<file path="config.mk">
export PLATFORM = sky130hd
export DESIGN_NAME = pcs_supervisor
export DESIGN_NICKNAME = d
export VERILOG_FILES = /design/src/pcs_pkg.sv /design/src/pcs_comm_watchdog.sv /design/src/pcs_supervisor.sv
export SDC_FILE = /design/constraint.sdc
export NUM_CORES = 1
export LEC_CHECK = 0
export ABC_CLOCK_PERIOD_IN_PS = 5200
export BUFFER_PORTS_ARGS = -buffer_cell sky130_fd_sc_hd__buf_4
export CAP_MARGIN = 20
export CORE_ASPECT_RATIO = 0.75
export CORE_UTILIZATION = 40
export DETAILED_ROUTE_END_ITERATION = 16
export SETUP_SLACK_MARGIN = 0.4
export SLEW_MARGIN = 20
export SYNTH_ARGS = -nofsm -noshare
export SYNTH_HDL_FRONTEND = slang
export SYNTH_HIERARCHICAL = 1
export SYNTH_SLANG_ARGS = --single-unit
</file>
<file path="constraint.sdc">
create_clock -name pclk -period 5.2 [get_ports pclk]
set_input_delay 0 -clock pclk [delete_from_list [all_inputs] [get_ports pclk]]
set_output_delay 0 -clock pclk [all_outputs]
set_load 0.005 [all_outputs]
</file>
<file path="src/pcs_pkg.sv">
package pcs_pkg;

   // -------------------------------------------------------------------
   // Register map (byte addresses, one aligned word each).
   // -------------------------------------------------------------------
   localparam logic [7:0] ADDR_STATUS = 8'h00;
   localparam logic [7:0] ADDR_INT_STAT = 8'h04;
   localparam logic [7:0] ADDR_INT_MASK = 8'h08;
   localparam logic [7:0] ADDR_OPTIONS = 8'h0c;
   localparam logic [7:0] ADDR_FRAMING = 8'h10;
   localparam logic [7:0] ADDR_ALT_MASK = 8'h14;
   localparam logic [7:0] ADDR_CFG_DATA = 8'h18;

   // -------------------------------------------------------------------
   // Addressing constants.
   // -------------------------------------------------------------------
   localparam logic [4:0] CONFIG_ADDR = 5'h1f;
   localparam logic [4:0] MAX_NODE_ADDR = 5'h1e;
   localparam int NUM_BUTTONS = 24;

   // -------------------------------------------------------------------
   // Timing constants.
   // -------------------------------------------------------------------
   localparam int CLK_HZ = 100_000_000;
   localparam int COMM_FAIL_S = 12;
   localparam longint COMM_FAIL_CYC = longint'(COMM_FAIL_S) * longint'(CLK_HZ);
   localparam int FLASH_HZ = 4;
   localparam int FLASH_HALF_CYC = CLK_HZ / (2 * FLASH_HZ);

   // -------------------------------------------------------------------
   // Field positions.
   // -------------------------------------------------------------------
   localparam int OPT_SEP = 0;
   localparam int OPT_FORCE = 1;
   localparam int OPT_FLASH = 2;
   localparam int OPT_MULTI = 3;
   localparam int INT_TIMEOUT = 0;
   localparam int INT_RESUME = 1;
   localparam int INT_CFG = 2;
   localparam int INT_W = 3;

   // Parity selections of the serial framing.
   typedef enum logic [1:0] {
      PCS_PAR_NONE,
      PCS_PAR_EVEN,
      PCS_PAR_ODD
   } pcs_parity_t;

   // Serial framing settings.
   typedef struct packed {
      logic eight_bits;
      pcs_parity_t parity;
      logic two_stop;
   } pcs_framing_t;

   // Option settings held for normal operation.
   typedef struct packed {
      logic multi_module;
      logic flash_en;
      logic force_en;
      logic led_sep;
   } pcs_options_t;

   localparam pcs_framing_t FRAMING_RST = '{eight_bits: 1'b1, parity: PCS_PAR_NONE,
                                            two_stop: 1'b0};

   // Stop bit count actually used: two only when the combination allows it.
   function automatic logic pcs_two_stop_ok(input pcs_framing_t f);
      return f.two_stop & ~(f.eight_bits & (f.parity != PCS_PAR_NONE));
   endfunction : pcs_two_stop_ok

endpackage : pcs_pkg

</file>
<file path="src/pcs_comm_watchdog.sv">
`timescale 1ns/1ns
module pcs_comm_watchdog #(
   parameter longint FAIL_CYC = pcs_pkg::COMM_FAIL_CYC
) (
   input wire logic pclk,
   input wire logic presetn,
   input wire logic enable,
   input wire logic kick,
   output logic failed,
   output logic flash_phase
);

   logic [31:0] cnt_r;
   logic [31:0] flash_cnt_r;
   logic failed_r;
   logic phase_r;
   wire logic expired = (cnt_r >= 32'(FAIL_CYC - 1));
   wire logic half_done = (flash_cnt_r == 32'(pcs_pkg::FLASH_HALF_CYC - 1));

   // Silence timer; any good message restarts it and clears the alarm.
   always_ff @(posedge pclk or negedge presetn) begin
      if (!presetn) begin
         cnt_r <= 32'h0;
         failed_r <= 1'b0;
      end else if (!enable || kick) begin
         cnt_r <= 32'h0;
         failed_r <= 1'b0;
      end else if (expired) begin
         failed_r <= 1'b1;
      end else begin
         cnt_r <= cnt_r + 32'h1;
      end
   end

   // Rapid flash divider, only running while the alarm stands.
   always_ff @(posedge pclk or negedge presetn) begin
      if (!presetn) begin
         flash_cnt_r <= 32'h0;
         phase_r <= 1'b0;
      end else if (!failed_r) begin
         flash_cnt_r <= 32'h0;
         phase_r <= 1'b0;
      end else if (half_done) begin
         flash_cnt_r <= 32'h0;
         phase_r <= ~phase_r;
      end else begin
         flash_cnt_r <= flash_cnt_r + 32'h1;
      end
   end

   assign failed = failed_r;
   assign flash_phase = phase_r;

endmodule : pcs_comm_watchdog

</file>
<file path="src/pcs_supervisor.sv">
`timescale 1ns/1ns
module pcs_supervisor #(
   parameter longint FAIL_CYC = pcs_pkg::COMM_FAIL_CYC
) (
   input wire logic pclk,
   input wire logic presetn,
   input wire logic psel,
   input wire logic penable,
   input wire logic pwrite,
   input wire logic [7:0] paddr,
   input wire logic [31:0] pwdata,
   output logic [31:0] prdata,
   output logic pready,
   output logic pslverr,
   input wire logic [5:0] addr_sw,
   input wire logic [4:0] msg_addr,
   input wire logic msg_ok,
   input wire logic cfg_byte_valid,
   input wire logic [7:0] cfg_byte,
   input wire logic [23:0] button_state,
   input wire logic [23:0] host_lamp,
   output logic [23:0] led_drive,
   output logic config_mode,
   output logic addr_match,
   output logic two_stop_used,
   output logic hex_protocol,
   output logic [1:0] plc_regs_extra,
   output logic irq
);

   // ------------------------------------------------------------------
   // Power-up address capture.
   // ------------------------------------------------------------------
   logic [4:0] node_addr_r;
   logic cfg_mode_r;
   logic captured_r;

   // The switches are caught once after reset release, never under reset.
   wire logic [4:0] sw_addr = addr_sw[4:0]; // weights 1..16, sixth ignored
   always_ff @(posedge pclk or negedge presetn) begin
      if (!presetn) begin
         node_addr_r <= 5'h0;
         cfg_mode_r <= 1'b0;
         captured_r <= 1'b0;
      end else if (!captured_r) begin
         node_addr_r <= sw_addr;
         cfg_mode_r <= (sw_addr == pcs_pkg::CONFIG_ADDR);
         captured_r <= 1'b1;
      end
   end

   // ------------------------------------------------------------------
   // Configuration registers.
   // ------------------------------------------------------------------
   pcs_pkg::pcs_options_t opt_r;
   pcs_pkg::pcs_framing_t frm_r;
   logic [23:0] alt_r;
   logic [7:0] cfg_last_r;
   logic [2:0] int_stat_r;
   logic [2:0] int_mask_r;

   wire logic wr_en = psel & penable & pwrite;
   wire logic sel_stat = (paddr == pcs_pkg::ADDR_STATUS);
   wire logic sel_int = (paddr == pcs_pkg::ADDR_INT_STAT);
   wire logic sel_mask = (paddr == pcs_pkg::ADDR_INT_MASK);
   wire logic sel_opt = (paddr == pcs_pkg::ADDR_OPTIONS);
   wire logic sel_frm = (paddr == pcs_pkg::ADDR_FRAMING);
   wire logic sel_alt = (paddr == pcs_pkg::ADDR_ALT_MASK);
   wire logic sel_cfg = (paddr == pcs_pkg::ADDR_CFG_DATA);
   wire logic mapped = sel_stat | sel_int | sel_mask | sel_opt | sel_frm | sel_alt | sel_cfg;

   // Configuration writes only land in download mode; otherwise the stored
   // setup stays frozen so a stray host write cannot alter a live panel.
   wire logic cfg_wr = wr_en & cfg_mode_r;
   always_ff @(posedge pclk or negedge presetn) begin
      if (!presetn) begin
         opt_r <= '0;
         frm_r <= pcs_pkg::FRAMING_RST;
         alt_r <= 24'h0;
      end else if (cfg_wr) begin
         if (sel_opt) opt_r <= pcs_pkg::pcs_options_t'(pwdata[3:0]);
         if (sel_frm) frm_r <= pcs_pkg::pcs_framing_t'(pwdata[3:0]);
         if (sel_alt) alt_r <= pwdata[23:0];
      end
   end

   // Bytes arriving on the serial link in download mode are kept too.
   always_ff @(posedge pclk or negedge presetn) begin
      if (!presetn) begin
         cfg_last_r <= 8'h0;
      end else if (cfg_mode_r && cfg_byte_valid) begin
         cfg_last_r <= cfg_byte;
      end
   end

   // ------------------------------------------------------------------
   // Link supervision.
   // ------------------------------------------------------------------
   wire logic addr_in_range = (node_addr_r <= pcs_pkg::MAX_NODE_ADDR);
   wire logic good_msg = msg_ok & ~cfg_mode_r & addr_in_range & (msg_addr == node_addr_r);
   logic wd_failed;
   logic wd_phase;
   logic wd_failed_d_r;

   pcs_comm_watchdog #(
      .FAIL_CYC(FAIL_CYC)
   ) u_wd (
      .pclk(pclk),
      .presetn(presetn),
      .enable(captured_r & ~cfg_mode_r),
      .kick(good_msg),
      .failed(wd_failed),
      .flash_phase(wd_phase)
   );

   // ------------------------------------------------------------------
   // Interrupt status: set wins over a write-one clear.
   // ------------------------------------------------------------------
   wire logic [2:0] int_set = {cfg_mode_r & cfg_byte_valid,
                               wd_failed_d_r & ~wd_failed,
                               wd_failed & ~wd_failed_d_r};
   wire logic [2:0] int_clr = (wr_en & sel_int) ? pwdata[2:0] : 3'h0;
   always_ff @(posedge pclk or negedge presetn) begin
      if (!presetn) begin
         int_stat_r <= 3'h0;
         int_mask_r <= 3'h0;
         wd_failed_d_r <= 1'b0;
      end else begin
         wd_failed_d_r <= wd_failed;
         int_stat_r <= (int_stat_r & ~int_clr) | int_set;
         if (wr_en && sel_mask) int_mask_r <= pwdata[2:0];
      end
   end
   assign irq = |(int_stat_r & int_mask_r);

   // ------------------------------------------------------------------
   // LED drive.
   // ------------------------------------------------------------------
   logic [23:0] led_r;
   // Outside a link failure (all LEDs flash), alternate buttons show host lamps; momentary ones do so only
   // with separation on, otherwise they mirror the button locally.
   wire logic [23:0] led_norm = (opt_r.led_sep ? host_lamp : button_state) & ~alt_r
                                | (host_lamp & alt_r);
   wire logic [23:0] led_sel = wd_failed ? {24{wd_phase}} : led_norm;
   always_ff @(posedge pclk or negedge presetn) begin
      if (!presetn) begin
         led_r <= 24'h0;
      end else begin
         led_r <= led_sel;
      end
   end
   assign led_drive = led_r;

   // ------------------------------------------------------------------
   // Derived settings and status outputs.
   // ------------------------------------------------------------------
   assign config_mode = cfg_mode_r;
   assign addr_match = good_msg;
   assign two_stop_used = pcs_pkg::pcs_two_stop_ok(frm_r);
   // multi_module changes neither framing nor PLC type; hex_protocol is always high, so the module always talks hex.
   assign hex_protocol = opt_r.multi_module | ~opt_r.flash_en | 1'b1;
   assign plc_regs_extra = opt_r.flash_en ? 2'h2 : 2'h0;

   // ------------------------------------------------------------------
   // APB read path: zero wait state, unmapped addresses flag an error.
   // ------------------------------------------------------------------
   wire logic [31:0] status_word = {20'h0, wd_failed, two_stop_used, cfg_mode_r,
                                    addr_in_range, 3'h0, node_addr_r};
   wire logic [31:0] rd_mux = sel_stat ? status_word :
                              sel_int ? {29'h0, int_stat_r} :
                              sel_mask ? {29'h0, int_mask_r} :
                              sel_opt ? {28'h0, opt_r} :
                              sel_frm ? {28'h0, frm_r} :
                              sel_alt ? {8'h0, alt_r} :
                              sel_cfg ? {24'h0, cfg_last_r} : 32'h0;
   always_ff @(posedge pclk or negedge presetn) begin
      if (!presetn) begin
         prdata <= 32'h0;
      end else if (psel && !penable && !pwrite) begin
         prdata <= rd_mux;
      end
   end
   assign pready = 1'b1;
   assign pslverr = psel & penable & ~mapped;

endmodule : pcs_supervisor

</file>
==> reports/results.ini <==
[outcome]
status = finished clean

[drt]
drt-total-wl_mm = 21.4
wl_met3_mm = 1.20
drt_iter0_drc = 542
dr_wl_met2_mm = 9.73
routed_via_density = 5.24
vias = 6602
firstDrtPassIters = 5
wl_per_cell_um = 17.0
top_layer = met4
antenna_left = 0
drc_errors = 0
drt-met1-wl_mm = 10.3

[sta]
tns_ns = 0
finClkSkew_ns = 0.0127
fmax_ghz = 0.327
rsz0062_at_grt = false
slew-limit-headroom_pct = 29.6
setup_violations = 0
slew_viol_final = 0
hold_slack_ns = 0.0415
period_needed_ns = 3.06
worstMarginPinSlew_ns = 1.06
finalCritPeriodShare_pct = 58.8
hold_violations = 0

[clocking]
clk_pin_slew_worst_paths_ns = 0.07
cts_sinks = 168
clk_latency_ns = 0.44
h-tree-depth = 4
clock_path_buffers = 2
cts_resized = 0
cts_root_buffer = clkbuf_16
numCtsBuffers = 17
cts_tree = done
cts_setup_buffers = 0

[finish]
final_util_pct = 55.7
nNetsFinal = 1111
design_area_sq_um = 11000
antenna_cells = 0
layout-drive-gt1-share_pct = 26.0
fillCellCount = 1694
seq_area_sq_um = 4210
syn2layout_area_growth_pct = 34.4
multiInputGateArea_sq_um = 3690

[floorplanning]
core_area_sq_um = 19700
fp.dieH_um = 126
die_w_um = 167
dieArea_sq_um = 21000
pin_count = 179
fp-row-count = 44
start_util_pct = 41.5

[run]
drv.max_cap_violation_count = 0

[yosys]
ys.flop_type = dfrtp_1
synth-edff-count = 0
ys_ff_latch = 168
synth_cell_types = 62
yosys_warnings = 6
synth_area_sq_um = 8150
synth_cells = 763
ys_async_sr_fraction_pct = 100
yosysSeqAreaShare_pct = 51.6
avgSynthCellArea_sq_um = 10.7

[pwr]
irDropWorstVdd_v = 0.000160
pwr_density_cell_nw_per_um2 = 263
total_leakage_power_nw = 5.07

[worst_setup_path]
start_kind = flop
cp-end-kind = flop
critPathMaxStageDelay_ns = 0.64
worstSetupStartpoint = u_wd/cnt_r[0]
cp_cell_sequence = ha_1, nand3_1, or4_1, a211oi_2, buf_4, or2_1, o21ai_0, a21oi_1
critPathMaxFanout = 12
worstPathArrival_ns = 3.42
reg2reg_from = u_wd/cnt_r[0]
crit_type = reg -> reg
path_delay_family = simple AND/OR/NAND/NOR gates
crit_slowest_cell = a211oi_2
critPathBufInv = 1
worst_ep_required_time_ns = 5.56
r2r_setup_slack_ns = 2.14

[min_path]
hp-class = in -> reg
hp-start = paddr[1]

[grt]
grt_pass1_vias = 6519
grt_max_degree = 66
grt_pass1_wl_mm = 35.1
antenna_found_initial = 0
overflow = 0
track_usage_pct = 21.3

[placed_design]
portBuffers = 158
placed_area_sq_um = 9480
place_congestion = 0.796
dp_hpwl_mm = 14.2

## area by class of cell
type	count	share of cell area, %
flip-flops and latches	168	38.4
inverters	11	0.377
clock inverters	14	1.34
multi-input cells	545	33.7
repair buffers	252	19.3
well taps	253	2.89
clock buffers	18	4.01
## worst paths after layout
| kind | end | cells past startpoint |
|---|---|---|
| min in group asynchronous | led_drive[16] | 2 |
| worst max register to register | u_wd/cnt_r[18] | 8 |
| max in group asynchronous | node_addr_r[2] | 3 |
| worst min register to register | int_stat_r[0] | 1 |
| worst min-delay path | prdata[9] | 4 |
| worst max-delay path | u_wd/cnt_r[18] | 8 |
## synthesized netlist by cell type, drive strengths merged, types with 2 or more instances
master	n	share of area, %
a21oi	31	1.9
a221o	3	0.37
a222oi	2	0.25
a22o	14	1.5
a22oi	15	1.4
a32oi	3	0.32
and2	7	0.54
and3	10	0.77
and4	4	0.43
buf	22	2.0
clkbuf	27	1.2
conb	2	0.092
dfrtp	167	51
ha	2	0.31
inv	10	0.46
mux2	52	8.1
mux2i	24	2.9
nand2	51	2.3
nand2b	3	0.23
nand3	35	2.2
nand3b	2	0.18
nand4	16	1.4
nor2	101	4.7
nor2b	8	0.61
nor3	23	1.6
nor3b	2	0.18
nor4	13	1.5
nor4b	5	0.54
o211a	4	0.49
o211ai	2	0.18
o21ai	17	1.0
or2	2	0.15
or3	9	0.69
or4	6	0.55
xnor2	36	3.9
xor2	19	2.0
## layout by cell type (no fill, tap or decap), types with 4 or more instances in the layout
cell,Yosys,layout
buf_4,14,163
or4_1,6,6
mux2i_1,24,24
and2_1,7,7
nand3_1,34,34
inv_1,10,10
inv_8,0,7
xor2_1,19,19
nand2_1,51,51
nor2_1,101,100
clkbuf_16,0,17
nand4_1,15,15
nor4b_1,5,5
or3_1,9,9
dlygate4sd3_1,0,88
nor2b_1,8,8
xnor2_1,36,36
a22oi_1,15,15
o21ai_0,16,16
nor3_1,21,21
conb_1,2,12
dfrtp_1,167,167
and3_1,10,10
and4_1,4,4
a22o_1,14,14
o211a_1,4,4
mux2_4,20,20
nor4_1,9,8
mux2_2,32,32
a21oi_1,31,31
## cell families (layout without fill, tap and decap cells)
group	count (synthesis)	after routing	synth area share, %
xor gates and xnor gates	55	55	5.91
AOI/OAI and AO/OA	100	100	8.32
other	2	12	0.0921
adders and majority gates	2	2	0.307
DFF	168	168	51.6
muxes	76	76	11.1
and+or+nand+nor	300	300	19.0
buffers and inverters	60	295	3.75
## tightest hold or removal path: cells and delay by family
family / cells / cell delay, ns
simple gates: 3 / 0.25
buf+inv: 1 / 0.17
## stage by stage
stage,instances,power [mW],worst slack (ns)
floorplan,773,1.47,3.10
CTS,1261,2.92,2.14
global placement,1141,1.59,2.28
global route,1261,2.99,1.91
finish,1261,2.88,2.14
detailed placement,1141,1.60,2.18
## per-layer routing
| metal | GRT usage, % | vias to the layer above |
|---|---|---|
| li1 | - | 3143 |
| met1 | 30.4 | 3230 |
| met2 | 32.8 | 217 |
| met3 | 5.25 | 12 |
| met4 | 4.79 | 0 |
| met5 | 0 | - |
## state kept, by name, summed over array words and instances (netlist names)
signal / flops
node_addr_r: 5
u_wd/flash_phase: 1
frm_r: 4
u_wd/failed: 1
captured_r: 1
led_drive: 24
prdata: 24
cfg_last_r: 8
u_wd/cnt_r: 32
int_mask_r: 3
int_stat_r: 3
u_wd/flash_cnt_r: 32
config_mode: 1
opt_r: 4
wd_failed_d_r: 1
alt_r: 24
## timing repair
action                                 in CTS  in global routing
endpoints found under the hold margin     139                  0
hold buffers                               88                  0
setup endpoints to repair                   0                  0
## power breakdown
group	internal (mW)	leakage, nW	switching, mW
logic	0.151	2.54	0.107
registers	1.34	2.25	0.0244
clock network	0.657	0.288	0.602
No activity file was read; power rests on OpenSTA's default activity.
